[config.mk]
export PLATFORM = sky130hd
export DESIGN_NAME = ebw_ctrl
export DESIGN_NICKNAME = d
export VERILOG_FILES = /design/src/design/ebw_pkg.sv /design/src/design/ebw_ctrl.sv
export VERILOG_INCLUDE_DIRS = /design/src /design/src/design
export SDC_FILE = /design/constraint.sdc
export NUM_CORES = 1
export LEC_CHECK = 0
export BUFFER_PORTS_ARGS = -buffer_cell sky130_fd_sc_hd__buf_2
export CAP_MARGIN = 20
export CORE_ASPECT_RATIO = 0.6
export CORE_MARGIN = 4
export CORE_UTILIZATION = 46
export DETAILED_ROUTE_END_ITERATION = 10
export HOLD_SLACK_MARGIN = 0.08
export PLACE_DENSITY = 0.74
export SYNTH_ARGS = -nofsm -noshare
export SYNTH_HDL_FRONTEND = slang
export SYNTH_SLANG_ARGS = --single-unit
[constraint.sdc]
create_clock -name clk -period 2.15 [get_ports clk]
set_input_delay 0.1075 -clock clk [delete_from_list [all_inputs] [get_ports clk]]
set_output_delay 0.1075 -clock clk [all_outputs]
set_load 0.01 [all_outputs]
[src/design/ebw_consts.svh]
/*
 * Address map bounds, reset values and the trap code of the external bus window controller.
 * Assumes it is included by its bare name from the design file and the bench.
 */
`ifndef EBW_CONSTS_SVH
`define EBW_CONSTS_SVH

`define EBW_EXT0_HI 24'h007FFF
`define EBW_INT_HI 24'h00FFFF
`define EBW_EXT1_HI 24'h1FFFFF
`define EBW_PERI_HI 24'h2007FF
`define EBW_IO_HI 24'h3FFFFF
`define EBW_EXT2_HI 24'hBEFFFF
`define EBW_TRAP_LO 24'hFFF000
`define EBW_TRAP_CODE 16'h0FFF
`define EBW_WIN_CNT 3'h4
`define EBW_CS_IDLE 4'hF
`define EBW_SEG_W 8

`endif

[src/design/ebw_pkg.sv]
/*
 * Types of the external bus window controller.
 * Assumes ebw_consts.svh is on the include path.
 */
package ebw_pkg;
    typedef enum logic [1:0] {
        MD_DEMUX16 = 2'h0,
        MD_MUX16 = 2'h1,
        MD_MUX8 = 2'h2,
        MD_DEMUX8 = 2'h3
    } ebw_mode_e;

    typedef enum logic [1:0] {
        ST_IDLE = 2'h0,
        ST_START = 2'h1,
        ST_ADDR = 2'h3,
        ST_DATA = 2'h2
    } ebw_state_e;

    typedef enum logic [2:0] {
        K_LOCAL = 3'h0,
        K_EXT = 3'h1,
        K_IO = 3'h2,
        K_PERIPH = 3'h3,
        K_TRAP = 3'h4,
        K_NONE = 3'h5
    } ebw_kind_e;

    typedef struct packed {
        logic [23:0] addr;
        logic write;
        logic byteAcc;
        logic [15:0] wdata;
    } ebw_req_s;

    typedef struct packed {
        logic valid;
        ebw_kind_e kind;
        logic [15:0] rdata;
    } ebw_rsp_s;

    typedef struct packed {
        logic [11:0] base;
        logic [3:0] size;
    } ebw_range_s;

    typedef struct packed {
        logic csEn;
        ebw_mode_e mode;
    } ebw_fcfg_s;

    typedef struct packed {
        logic [3:0] waitStates;
    } ebw_tcfg_s;

    typedef struct packed {
        logic [3:0] csN;
        logic rdN;
        logic wrN;
        logic ale;
        logic [15:0] addrPort;
        logic [7:0] segPort;
        logic [15:0] dOut;
        logic [1:0] dOe;
    } ebw_bus_s;

    typedef struct packed {
        ebw_state_e st;
        logic refClk;
        logic ready;
        ebw_req_s req;
        ebw_kind_e kind;
        logic [2:0] region;
        ebw_mode_e mode;
        logic csEn;
        logic [3:0] waits;
        logic [3:0] waitCnt;
        logic beat;
        ebw_bus_s bus;
        logic periphSel;
        logic ioAcc;
        ebw_rsp_s rsp;
    } ebw_st_s;
endpackage

[src/design/ebw_ctrl.sv]
/*
 * External bus window controller: address decode, window lookup, bus cycle sequencer.
 * Assumes requests come from a core side that holds them until reqReady, and that
 * the two-way data port is resolved outside from dOut and dOe.
 */
`timescale 1ns/100ps
`default_nettype none
`include "ebw_consts.svh"

module ebw_ctrl (
    // Clock and reset.
    input wire logic clk,
    input wire logic rst_n,
    // Configuration.
    input wire logic singleChip,
    input wire logic [2:0] segLines,
    input wire ebw_pkg::ebw_range_s [4:1] winRange,
    input wire ebw_pkg::ebw_fcfg_s [4:0] funcCfg,
    input wire ebw_pkg::ebw_tcfg_s [4:0] timeCfg,
    // Core request and answer.
    input wire logic reqValid,
    input wire ebw_pkg::ebw_req_s req,
    output logic reqReady,
    output ebw_pkg::ebw_rsp_s rsp,
    output logic ioAccess,
    // External bus pins.
    output logic refClockOut,
    output logic [3:0] csN,
    output logic rdN,
    output logic wrN,
    output logic ale,
    output logic [15:0] addressOutPort,
    output logic [7:0] segPort,
    output logic [15:0] sharedDataPortOut,
    output logic [1:0] sharedDataPortOe,
    input wire logic [15:0] sharedDataPortIn,
    // Internal peripheral bus.
    output logic periphSel,
    output logic [23:0] periphAddr,
    output logic periphWrite,
    output logic [15:0] periphWdata,
    input wire logic [15:0] periphRdata
);
    import ebw_pkg::*;

    // ------------------------------------------------------------
    // State and decode.
    // ------------------------------------------------------------
    ebw_st_s s;
    ebw_st_s n;
    ebw_kind_e reqKind;
    logic [2:0] hit;
    logic [3:0] winHit;
    logic tick;

    // Past ST_IDLE, the sequencer moves only on edges where the reference clock rises.
    assign tick = ~s.refClk;

    always_comb begin
        reqKind = K_LOCAL;
        if (req.addr <= `EBW_EXT0_HI) begin
            reqKind = K_EXT;
        end else if (req.addr <= `EBW_INT_HI) begin
            reqKind = K_LOCAL;
        end else if (req.addr <= `EBW_EXT1_HI) begin
            reqKind = K_EXT;
        end else if (req.addr <= `EBW_PERI_HI) begin
            reqKind = K_PERIPH;
        end else if (req.addr <= `EBW_IO_HI) begin
            reqKind = K_IO;
        end else if (req.addr <= `EBW_EXT2_HI) begin
            reqKind = K_EXT;
        end else if (req.addr >= `EBW_TRAP_LO && !req.write) begin
            reqKind = K_TRAP;
        end
        if (singleChip && (reqKind == K_EXT || reqKind == K_IO)) begin
            reqKind = K_NONE;
        end
    end

    // Window match on 4-Kbyte granules; size gives the count of ignored low bits.
    always_comb begin
        for (int w = 1; w <= 4; w++) begin
            winHit[w-1] = (((req.addr[23:12] ^ winRange[w].base) >> winRange[w].size)
                          == 12'h000);
        end
        hit = 3'h0;
        for (int w = 1; w <= 4; w++) begin
            if (winHit[w-1]) begin
                hit = w[2:0];
            end
        end
    end

    // ------------------------------------------------------------
    // Bus phase helpers.
    // ------------------------------------------------------------
    function automatic ebw_bus_s addrPhase(input ebw_st_s x, input logic [2:0] lines);
        ebw_bus_s b;
        logic [7:0] mask;
        b = x.bus;
        mask = 8'h00;
        for (int i = 0; i < `EBW_SEG_W; i++) begin
            mask[i] = (i < int'(lines));
        end
        if (x.kind != K_PERIPH) begin
            b.ale = 1'b1;
            b.segPort = x.req.addr[23:16] & mask;
            b.csN = `EBW_CS_IDLE;
            if (x.csEn && x.region != `EBW_WIN_CNT) begin
                b.csN[x.region[1:0]] = 1'b0;
            end
            if (x.mode == MD_MUX16 || x.mode == MD_MUX8) begin
                b.dOut = x.req.addr[15:0];
                b.dOe = 2'h3;
                b.addrPort = 16'h0000;
            end else begin
                b.addrPort = x.req.addr[15:0];
                b.dOe = 2'h0;
            end
        end
        return b;
    endfunction

    function automatic ebw_bus_s dataPhase(input ebw_st_s x);
        ebw_bus_s b;
        logic narrow;
        b = x.bus;
        narrow = (x.mode == MD_MUX8 || x.mode == MD_DEMUX8);
        b.ale = 1'b0;
        b.dOe = 2'h0;
        if (x.kind != K_PERIPH) begin
            b.rdN = x.req.write;
            b.wrN = ~x.req.write;
            if (x.req.write) begin
                if (narrow) begin
                    b.dOut = {8'h00, x.beat ? x.req.wdata[15:8] : x.req.wdata[7:0]};
                    b.dOe = 2'h1;
                end else if (x.req.byteAcc) begin
                    b.dOut = {x.req.wdata[7:0], x.req.wdata[7:0]};
                    b.dOe = x.req.addr[0] ? 2'h2 : 2'h1;
                end else begin
                    b.dOut = x.req.wdata;
                    b.dOe = 2'h3;
                end
            end
        end
        return b;
    endfunction

    // ------------------------------------------------------------
    // Sequencer.
    // ------------------------------------------------------------
    always_comb begin
        logic [15:0] din;
        logic narrow;
        din = (s.kind == K_PERIPH) ? periphRdata : sharedDataPortIn;
        narrow = (s.mode == MD_MUX8 || s.mode == MD_DEMUX8);
        n = s;
        n.refClk = ~s.refClk;
        n.rsp.valid = 1'b0;
        case (s.st)
            ST_IDLE: begin
                if (reqValid) begin
                    n.req = req;
                    n.kind = reqKind;
                    n.region = hit;
                    n.mode = funcCfg[hit].mode;
                    n.csEn = funcCfg[hit].csEn;
                    n.waits = timeCfg[hit].waitStates;
                    n.beat = 1'b0;
                    n.rsp.rdata = 16'h0000;
                    if (reqKind == K_EXT || reqKind == K_IO || reqKind == K_PERIPH) begin
                        n.st = ST_START;
                        n.ready = 1'b0;
                        n.ioAcc = (reqKind == K_IO);
                        if (reqKind == K_PERIPH) begin
                            n.mode = MD_DEMUX16;
                        end
                    end else begin
                        n.rsp.valid = 1'b1;
                        n.rsp.kind = reqKind;
                        if (reqKind == K_TRAP) begin
                            n.rsp.rdata = `EBW_TRAP_CODE;
                        end
                    end
                end
            end
            ST_START: begin
                if (tick) begin
                    n.bus = addrPhase(s, segLines);
                    n.periphSel = (s.kind == K_PERIPH);
                    n.st = ST_ADDR;
                end
            end
            ST_ADDR: begin
                if (tick) begin
                    n.bus = dataPhase(s);
                    n.waitCnt = s.waits;
                    n.st = ST_DATA;
                end
            end
            ST_DATA: begin
                if (tick) begin
                    if (s.waitCnt != 4'h0) begin
                        n.waitCnt = s.waitCnt - 4'h1;
                    end else begin
                        n.bus.rdN = 1'b1;
                        n.bus.wrN = 1'b1;
                        n.bus.dOe = 2'h0;
                        if (narrow) begin
                            if (s.beat) begin
                                n.rsp.rdata[15:8] = din[7:0];
                            end else begin
                                n.rsp.rdata[7:0] = din[7:0];
                            end
                        end else if (s.req.byteAcc) begin
                            n.rsp.rdata = {8'h00, s.req.addr[0] ? din[15:8] : din[7:0]};
                        end else begin
                            n.rsp.rdata = din;
                        end
                        if (narrow && !s.req.byteAcc && !s.beat) begin
                            // Word on an 8-bit bus: second beat at the odd byte.
                            n.beat = 1'b1;
                            n.req.addr[0] = 1'b1;
                            n.bus = addrPhase(n, segLines);
                            n.st = ST_ADDR;
                        end else begin
                            n.bus.csN = `EBW_CS_IDLE;
                            n.bus.ale = 1'b0;
                            n.periphSel = 1'b0;
                            n.ioAcc = 1'b0;
                            n.rsp.valid = 1'b1;
                            n.rsp.kind = s.kind;
                            n.ready = 1'b1;
                            n.st = ST_IDLE;
                        end
                    end
                end
            end
            default: begin
                n.st = ST_IDLE;
                n.ready = 1'b1;
            end
        endcase
    end

    always_ff @(posedge clk or negedge rst_n) begin
        if (!rst_n) begin
            s <= '0;
            s.ready <= 1'b1;
            s.bus.csN <= `EBW_CS_IDLE;
            s.bus.rdN <= 1'b1;
            s.bus.wrN <= 1'b1;
        end else begin
            s <= n;
        end
    end

    // ------------------------------------------------------------
    // Outputs.
    // ------------------------------------------------------------
    assign reqReady = s.ready;
    assign rsp = s.rsp;
    assign ioAccess = s.ioAcc;
    assign refClockOut = s.refClk;
    assign csN = s.bus.csN;
    assign rdN = s.bus.rdN;
    assign wrN = s.bus.wrN;
    assign ale = s.bus.ale;
    assign addressOutPort = s.bus.addrPort;
    assign segPort = s.bus.segPort;
    assign sharedDataPortOut = s.bus.dOut;
    assign sharedDataPortOe = s.bus.dOe;
    assign periphSel = s.periphSel;
    assign periphAddr = s.req.addr;
    assign periphWrite = s.req.write;
    assign periphWdata = s.req.wdata;
endmodule
`default_nettype wire

==> results of run 1 <==
==> per-stage QoR <==
step / hold WS [ps] / setup slack (ps)
after global routing: 127.8 / 4.890
after detailed placement: 91.00 / -30.53
final: 120.1 / 58.96
after global placement: 93.76 / -2.797
after CTS: 93.56 / 14.50
after floorplan: -188.1 / 21.88
==> power groups by stage <==
stage / registers [mW] / logic (mW) / clock network [mW]
2_1_floorplan: 4.24 / 4.89 / 0
3_3_place_gp: 4.50 / 6.33 / 0
3_5_place_dp: 4.55 / 6.44 / 0
4_1_cts: 4.51 / 6.57 / 2.97
5_1_grt: 4.67 / 7.41 / 3.06
6_report: 4.53 / 6.69 / 2.92
==> cell type report <==
class / count / area (µm²)
Timing Repair Buffer: 411 / 2567
Clock buffer: 17 / 425.4
Inverter: 21 / 78.83
Fill cell: 1541 / 6594
Tap cell: 234 / 292.8
Multi-Input combinational cell: 674 / 3995
Sequential cell: 134 / 3364
Clock inverter: 15 / 181.4
==> worst reg2reg max path, cell delays in order (launching register included) <==
cell and delay, ps:
dfrtp_1 440, inv_1 70, ha_1 220, nor2_2 130
nor3_2 70, and3_1 220, a21oi_2 230, nor2_2 70
and2_1 180, buf_12 160, a22o_1 190
==> state kept, by name, indices dropped and copies added (netlist names), 2 cells and up <==
signal and count:
sharedDataPortOut 16, periphAddr 24, csN 4, rsp 20, periphWdata 16, segPort 7, addressOutPort 16, s 21
sharedDataPortOe 2
==> layer usage <==
layer | GRT usage (%) | share of wire, %
met4 | 6.197 | 1.3
met1 | 35.78 | 44
met3 | 5.505 | 7.1
met2 | 43.50 | 47
met5 | 0 | 0
==> how the worst min path moves through the flow <==
stage | to | slack [ps] | cells past startpoint
2_1_floorplan | addressOutPort[0]$_DFFE_PN0P_ | -190 | 0
3_3_place_gp | periphAddr[6]$_DFFE_PN0P_ | 90 | 1
3_5_place_dp | periphAddr[1]$_DFFE_PN0P_ | 90 | 1
4_1_cts | s[80]$_DFFE_PN0P_ | 90 | 4
5_1_grt | periphAddr[16]$_DFFE_PN0P_ | 130 | 4
6_report | s[80]$_DFFE_PN0P_ | 120 | 4
==> cell families (layout without fill, tap and decap cells) <==
logic type,Yosys count,after routing,synth area share (%)
other cells,1,1,0.04481
buf+inv,178,464,13.10
fa+ha+maj,8,8,1.196
flops,134,134,40.17
xor+xnor,49,49,5.128
simple gates,338,338,17.12
mux,40,40,5.008
compound gates,238,238,18.24
==> what timing repair did <==
action,CTS,global route
pin swaps,0,2
hold buffers,61,0
resized for setup,4,17
setup buffers,0,1
setup endpoints to repair,4,68
endpoints found under the hold margin,112,0
==> cell usage after synthesis, drive strengths merged, types with 3 or more instances <==
library cell	count	share of area, %
o21bai	3	0.27
ha	8	1.2
a211oi	7	0.63
and3	7	0.52
nor2	59	2.7
or3	3	0.22
and2	6	0.45
nand3	14	0.84
a22o	16	1.7
o22a	3	0.31
nand4	3	0.22
o22ai	9	0.67
nand3b	7	0.63
xor2	13	1.4
o21ai	78	4.7
dfstp	7	2.2
nor3b	3	0.27
buf	125	11
dfrtp	127	38
xnor2	36	3.8
a32o	3	0.36
a32oi	3	0.40
a22oi	11	0.99
o211ai	10	0.96
o31ai	7	0.63
or4	4	0.40
o21a	4	0.36
inv	21	0.94
a21oi	51	3.0
mux2i	28	3.3
nand2	215	9.6
a31oi	14	1.0
mux2	12	1.7
clkbuf	32	1.4
nor3	11	0.72
a21o	6	0.54
==> impl_metrics.yaml, run 1 <==
synth:
  synth_cell_types: 65
  syn_area_mm2: 0.008369
  synth_edf_count: 0
  yosys_warnings: 0
  ys_ff_latch: 134
  synth_async_sr_flop_share_pct: 100.0
  syn-num-nets: 1174
  synth_cells: 986
  syn_area_per_cell_um2: 8.488
  seq_area_frac_synth_pct: 40.17
  synth_ff_type: "dfrtp_1"
cts:
  cts_tree: "yes"
  cts.sinks: 134
  htreeDepth: 4
  clkLatencyLatePin_ps: 420
  cts_made_buffers: 17
  clock_path_buffers: 2
  ctsRootBufferMaster: "clkbuf_16"
  path_clk_slew_ps: 70
floorplan:
  fp.dieW_um: 182.1
  initial_core_util_pct: 47.83
  die_area_mm2: 0.02049
  rows: 37
  io_pins: 294
  core-area_mm2: 0.01750
  die_y_um: 112.5
power:
  irDropWorstVdd_mv: 0.7294
  finalPower_mw: 14.14
  switching_share_pct: 43.06
  internal_power_mw: 8.051
  powerDensity_mw_per_mm2: 1297
  clock_power_share_pct: 20.7
  total_leakage_power_nw: 5.512
  combPwrFrac_pct: 47.3
  p_seq_share_pct: 32.0
  p_sw_mw: 6.089
setup_path:
  critPathMaxFanout: 16
  startpoint_type: "register"
  cp_num_buf_inv: 2
  crit_cells: 10
  end_kind: "register"
  crit_chain: "inv_1 -> ha_1 -> nor2_2 -> nor3_2 -> and3_1 -> a21oi_2 -> nor2_2 -> and2_1 -> buf_12 -> a22o_1"
  critPathLaunch: "s[81]$_DFFE_PN0P_"
  rr_worst_depth: 10
  crit_type: "reg -> reg"
  cpLargestDelayFamily: "simple AND/OR/NAND/NOR gates"
  cp-endpoint: "addressOutPort[11]$_DFFE_PN0P_"
  r2r_start: "s[81]$_DFFE_PN0P_"
  path_common_cell: "nor2_2"
  rr_endpoint: "addressOutPort[11]$_DFFE_PN0P_"
  slowest_delay_ps: 440
  reg2reg_slack_ps: 60
  crit_path_top_delay_cell: "dfrtp_1"
  crit_arrival_ps: 2400
  required_ps: 2450
place:
  place_congestion: 0.9324
  dp_hpwl_mm: 20.63
  io_buffer_count: 292
  place_inst: 1412
  dpl_cell_area_mm2: 0.009608
layout:
  finalNonFillerCells: 1506
  syn_to_final_growth_pct: 30.30
  final_common_cell: "buf_2"
  diodes: 0
  utilization_pct: 62.32
  fin_area_mm2: 0.01091
  drive_above_1_share_pct: 33.81
  fin_nets: 1447
  final_cell_mix: "buf_2 (291), nand2_1 (214), dfrtp_1 (125)"
route:
  drc_errors: 0
  ant_nets: 0
  routed-via-count: 8005
  drt-total-wl_mm: 27.21
  wire_per_inst_um: 18.07
  drtPass1Iterations: 5
  via_per_inst: 5.315
  drtIter0Drc: 609
flow_run:
  cap_violations: 0
worst_hold_path:
  worstHoldStart: "funcCfg[14]"
  min_path_type: "in -> reg"
grt:
  grt_util_all_layers_pct: 26.33
  antenna_found_initial: 0
  grt_pass1_vias: 8118
  grt_overflow: 0
  grt_max_degree: 55
  grt_pass1_wl_mm: 43.35
timing:
  fin_crit_ps: 2091
  period_share_pct: 97.26
  setup_viol: 0
  hold_viol_final: 0
  rsz0062_at_grt: "false"
  fmax_ghz: 0.4782
  slew_headroom_pct: 65.78
  fin_skew_ps: 10.22
  finalMaxSlewViolations: 0
  worst_slew_pin_slew_ps: 513.3
  fin_tns_setup_ps: 0
run_status:
  status: "finished, final reports clean"
Note: power is estimated with default switching activity, not from simulation.
==> inputs of run 2 (changes only) <==
--- a/config.mk
+++ b/config.mk
@@ -9,7 +9,7 @@
 export BUFFER_PORTS_ARGS = -buffer_cell sky130_fd_sc_hd__buf_2
 export CAP_MARGIN = 20
 export CORE_ASPECT_RATIO = 0.6
-export CORE_MARGIN = 4
+export CORE_MARGIN = 8
 export CORE_UTILIZATION = 46
 export DETAILED_ROUTE_END_ITERATION = 10
 export HOLD_SLACK_MARGIN = 0.08
==> run 2 against run 1 <==
Clock power is 3% higher. Die area is 12% higher. Total power increased by 0.65%. Clock skew up 0.91 ps. Sequential power barely moved. Non-clock buffer count is 18 higher. Final area grew 1.4%. Register-to-register slack better by 60 ps. Setup slack better by 57 ps. Final cell count is 1.6% higher. Sequential share of layout area decreased by 0.42 points. Hold slack got worse by 4.2 ps. Largest cell class unchanged.
==> impl_metrics.yaml, run 2 (synthesized netlist as in run 1, its figures left out) <==
grt:
  grt_pass1_vias: 8215
  antenna_found_initial: 0
  grt_overflow: 0
  grt_max_degree: 59
  grt_util_all_layers_pct: 24.47
  grt_pass1_wl_mm: 44.91
cts:
  ctsRootBufferMaster: "clkbuf_16"
  cts.sinks: 134
  htreeDepth: 4
  clkLatencyLatePin_ps: 430
  clock_path_buffers: 2
  cts_tree: "yes"
  path_clk_slew_ps: 60
  cts_made_buffers: 17
setup_path:
  critPathMaxFanout: 16
  crit_type: "reg -> reg"
  startpoint_type: "register"
  end_kind: "register"
  required_ps: 2460
  crit_arrival_ps: 2340
timing:
  finalMaxSlewViolations: 0
  setup_viol: 0
  hold_viol_final: 0
  period_share_pct: 94.63
  fin_crit_ps: 2034
  fin_skew_ps: 11.13
  fmax_ghz: 0.4915
  slew_headroom_pct: 63.24
  fin_tns_setup_ps: 0
  worst_slew_pin_slew_ps: 551.5
floorplan:
  fp.dieW_um: 190.1
  core-area_mm2: 0.01792
  die_area_mm2: 0.02291
  rows: 38
  initial_core_util_pct: 46.69
  die_y_um: 120.5
  io_pins: 294
place:
  place_congestion: 0.9356
  io_buffer_count: 292
  dp_hpwl_mm: 21.89
  place_inst: 1432
  dpl_cell_area_mm2: 0.009721
layout:
  fin_nets: 1465
  final_common_cell: "buf_2"
  final_cell_mix: "buf_2 (290), nand2_1 (213), dfrtp_1 (125)"
  largest_register_ffs: 24
  diodes: 0
  n_fill_cell: 1578
  fin_area_mm2: 0.01105
  finalNonFillerCells: 1530
  drive_above_1_share_pct: 34.42
  syn_to_final_growth_pct: 32.08
power:
  powerDensity_mw_per_mm2: 1287
  irDropWorstVdd_mv: 0.5712
  finalPower_mw: 14.23
  total_leakage_power_nw: 5.620
route:
  wire_per_inst_um: 18.62
  drc_errors: 0
  drt-total-wl_mm: 28.48
  via_per_inst: 5.310
  routed-via-count: 8125
  drtIter0Drc: 609
  drtPass1Iterations: 4
  ant_nets: 0
flow_run:
  cap_violations: 0
worst_hold_path:
  min_path_type: "in -> reg"
run_status:
  status: "finished, final reports clean"
run 2: cell count changes in the layout (fill, tap and decap cells not counted), sizes merged:
cell,previous run,this run
inv,29,31
dlygate4sd3,61,64
clkinvlp,0,1
clkinv,7,2
buf,350,364
bufinv,0,2
dlymetal6s4s,0,1
run 2: worst max-delay path, stage by stage, from the launching register on:
cell and delay (ps):
dfrtp_2 460, ha_1 230, nor2_2 150, nor3_2 70
and3_1 220, o211ai_2 210, nor2_2 50, and2_1 180
buf_12 150, a22o_1 190
run 2: repair_timing:
action	in CTS	in global routing
buffers inserted	0	2
gates resized for setup	0	24
hold buffers	65	0
endpoints found under the hold margin	108	0
setup endpoints to repair	0	78
run 2: layout make-up:
class	instances	area [µm²]	share of cell area, %
clock buffers	17	425.4	3.848
clock inverters	15	182.7	1.653
inverters	21	78.83	0.7131
multi-input cells	674	3989	36.08
flip-flops and latches	134	3364	30.44
well taps	240	300.3	2.716
repair buffers	429	2714	24.55
run 2: routing by layer:
| metal | wire (µm) | vias up | track usage [%] |
|---|---|---|---|
| met3 | 2657 | 35 | 7.447 |
| li1 | - | 3877 | - |
| met4 | 345 | 0 | 5.454 |
| met1 | 12470 | 3846 | 32.12 |
| met5 | 0 | - | 0 |
| met2 | 13010 | 367 | 39.42 |
run 2: through the flow:
stage	hold slack (ps)	util (%)	setup slack, ps
floorplan	-188.1	-	21.88
global placement	116.3	54.23	23.03
detailed placement	116.9	54.23	-9.104
CTS	88.69	61.25	16.53
global route	131.0	61.67	-6.357
finish	115.9	61.67	115.5
run 2: worst paths after layout:
path | from | cells past startpoint | endpoint | slack (ps)
setup / recovery | s[82]$_DFFE_PN0P_ | 9 | addressOutPort[11]$_DFFE_PN0P_ | 120
hold / removal | req[41] | 4 | periphAddr[23]$_DFFE_PN0P_ | 120
setup reg to reg | s[82]$_DFFE_PN0P_ | 9 | addressOutPort[11]$_DFFE_PN0P_ | 120
hold reg to reg | segPort[4]$_DFFE_PN0P_ | 2 | segPort[4]$_DFFE_PN0P_ | 480
max in group asynchronous | rst_n | 3 | periphAddr[18]$_DFFE_PN0P_ | 1160
min in group asynchronous | rst_n | 2 | addressOutPort[4]$_DFFE_PN0P_ | 210
run 2: report_power, final:
group,total [mW],switching [mW],internal [mW]
Sequential,4.55,0.922,3.62
Combinational,6.67,3.82,2.84
Clock,3.02,1.25,1.76
Total,14.2,6.00,8.23
==> inputs of run 3 (changes only) <==
--- a/config.mk
+++ b/config.mk
@@ -6,14 +6,16 @@
 export SDC_FILE = /design/constraint.sdc
 export NUM_CORES = 1
 export LEC_CHECK = 0
+export ABC_AREA = 1
 export BUFFER_PORTS_ARGS = -buffer_cell sky130_fd_sc_hd__buf_2
 export CAP_MARGIN = 20
 export CORE_ASPECT_RATIO = 0.6
 export CORE_MARGIN = 8
-export CORE_UTILIZATION = 46
+export CORE_UTILIZATION = 48
+export CTS_BUF_LIST = sky130_fd_sc_hd__clkbuf_4 sky130_fd_sc_hd__clkbuf_8
 export DETAILED_ROUTE_END_ITERATION = 10
 export HOLD_SLACK_MARGIN = 0.08
-export PLACE_DENSITY = 0.74
+export PLACE_DENSITY = 0.76
 export SYNTH_ARGS = -nofsm -noshare
 export SYNTH_HDL_FRONTEND = slang
 export SYNTH_SLANG_ARGS = --single-unit
==> run 3 against run 2 <==
Setup slack lost 76 ps. Clock power shrank 25%. Non-clock buffer count shrank 35. Hold slack lost 7.1 ps. Via count grew 12%. Register-to-register slack lost 80 ps. Clock-buffer cell count is the same. Critical path depth grew 1. First-iteration DRC count grew 14%. Routed wire length grew 5.0%. Total power shrank 2.3%. Sequential share of layout area shrank 1.3 points.
==> impl_metrics.yaml, run 3 <==
route:
  via_per_inst: 5.032
  drtIter0Drc: 692
  drc_errors: 0
  drt-total-wl_mm: 29.89
  drtPass1Iterations: 5
  ant_nets: 0
  wire_per_inst_um: 16.52
  routed-via-count: 9108
floorplan:
  fp.dieW_um: 195.0
  core-area_mm2: 0.01893
  rows: 39
  initial_core_util_pct: 48.75
  die_y_um: 123.4
  die_area_mm2: 0.02407
  io_pins: 294
synth:
  synth-xor-area-share_pct: 2.833
  synth_top_family_by_area: "simple AND/OR/NAND/NOR gates"
  synth_cells: 1286
  synthSimpleGateAreaFrac_pct: 27.04
  yosys_warnings: 0
  syn_area_per_cell_um2: 7.177
  synth_common_cells: "nand2_1 (385), inv_1 (157), dfrtp_1 (127)"
  synthMuxAreaShare_pct: 1.084
  synth_edf_count: 0
  seq_area_frac_synth_pct: 36.42
  synth_ff_type: "dfrtp_1"
  synth_area_leaders: "dfrtp_1 (34%), nand2_1 (16%), buf_4 (9.3%)"
  yosysMostFrequentCell: "nand2_1"
  synth_area_leader_cell: "dfrtp_1"
  syn-num-nets: 1474
  ys_ff_latch: 134
  synth_compound_area_share_pct: 12.93
  syn_area_mm2: 0.009230
  synth_cell_types: 53
  synth_top_area_share_pct: 34.43
  synth_async_sr_flop_share_pct: 100.0
  synthAdderAreaFrac_pct: 1.084
layout:
  fin_nets: 1738
  largest_register_ffs: 24
  syn_to_final_growth_pct: 24.90
  fin_area_mm2: 0.01153
  utilization_pct: 60.89
  final_common_cell: "nand2_1"
  final_cell_mix: "nand2_1 (382), buf_2 (289), inv_1 (152)"
  drive_above_1_share_pct: 29.88
timing:
  fin_crit_ps: 2111
  hold_slack_ps: 108.7
  fin_tns_setup_ps: 0
  period_share_pct: 98.18
  fmax_ghz: 0.4737
  rsz0062_at_grt: "true"
  fin_skew_ps: 18.88
  hold_viol_final: 0
  setup_viol: 0
  finalMaxSlewViolations: 0
cts:
  clock_path_buffers: 2
  clkLatencyLatePin_ps: 450
  path_clk_slew_ps: 90
  cts_made_buffers: 17
  cts.sinks: 134
  htreeDepth: 4
  cts_tree: "yes"
  ctsRootBufferMaster: "clkbuf_8"
setup_path:
  startpoint_type: "register"
  reg2reg_slack_ps: 40
  r2r_start: "s[133]$_DFFE_PN0P_"
  critPathMaxFanout: 6
  required_ps: 2520
  end_kind: "register"
  crit_arrival_ps: 2480
  crit_type: "reg -> reg"
  critPathLaunch: "s[133]$_DFFE_PN0P_"
flow_run:
  cap_violations: 0
grt:
  grt_pass1_wl_mm: 46.95
  grt_overflow: 0
  grt_util_all_layers_pct: 24.18
  antenna_found_initial: 1
  grt_max_degree: 51
  grt_pass1_vias: 8912
place:
  place_congestion: 0.9348
  io_buffer_count: 292
  dpl_cell_area_mm2: 0.01031
  dp_hpwl_mm: 23.37
power:
  irDropWorstVdd_mv: 0.5274
  powerDensity_mw_per_mm2: 1207
  finalPower_mw: 13.91
  total_leakage_power_nw: 6.188
worst_hold_path:
  min_path_type: "in -> reg"
  worstHoldStart: "req[38]"
run_status:
  status: "finished, final reports clean"
-- run 3: final cells by class --
cell class              instances  area [µm²]
clock buffers                  17       234.0
clock inverters                15       187.7
inverters                     175       683.2
well taps                     246       307.8
fillers                      1759        7405
flip-flops and latches        134        3362
multi-input cells             828        4245
repair buffers                394        2506
diodes                          1       2.502
-- run 3: logic make-up after synthesis --
| family | count (synthesis) |
|---|---|
| adders and majority gates | 8 |
| xor gates and xnor gates | 29 |
| AOI/OAI and AO/OA | 194 |
| and+or+nand+nor | 586 |
| buffers and inverters | 324 |
| DFF | 134 |
| other | 1 |
| muxes | 10 |
-- run 3: where the power goes --
part           internal, mW  switching, mW
logic                  2.91           4.34
registers              3.57          0.830
clock network          1.09           1.18
total                  7.57           6.34
-- run 3: worst paths after layout --
check	endpoint	cells after the start
hold reg to reg	rsp[18]$_DFFE_PN0P_	2
min in group asynchronous	addressOutPort[8]$_DFFE_PN0P_	2
setup reg to reg	segPort[5]$_DFFE_PN0P_	10
max in group asynchronous	addressOutPort[13]$_DFFE_PN0P_	3
hold / removal	periphAddr[20]$_DFFE_PN0P_	3
setup / recovery	segPort[5]$_DFFE_PN0P_	10
-- run 3: repair_timing --
item | in CTS | in global routing
hold buffers | 58 | 0
setup buffers | 0 | 6
resized for setup | 5 | 35
hold endpoints to repair | 164 | 0
pin swaps | 0 | 4
cloned | 0 | 2
endpoints found under the setup margin | 32 | 56
-- run 3: per-layer routing --
layer	track usage (%)	routed length [µm]	up-vias	share of wire, %
met1	34.06	13890	4206	46
met4	5.092	364	0	1.2
met2	36.13	12840	383	43
li1	-	-	4485	-
met3	7.584	2795	34	9.3
met5	0	0	-	0
-- run 3: through the flow --
stage | worst slack [ps] | instances
2_1_floorplan | 140.0 | 1286
3_3_place_gp | -32.45 | 1711
3_5_place_dp | -141.6 | 1711
4_1_cts | 8.982 | 1801
5_1_grt | -112.9 | 1810
6_report | 39.15 | 1810
-- run 3: worst max-delay path, cell delays in order (launching register included) --
cell	delay, ps
dfrtp_1	380
buf_4	140
ha_1	270
nor2_1	260
inv_1	100
o21ai_0	160
nand2_4	140
buf_4	180
nor2_2	130
nand3_1	130
o21ai_1	150
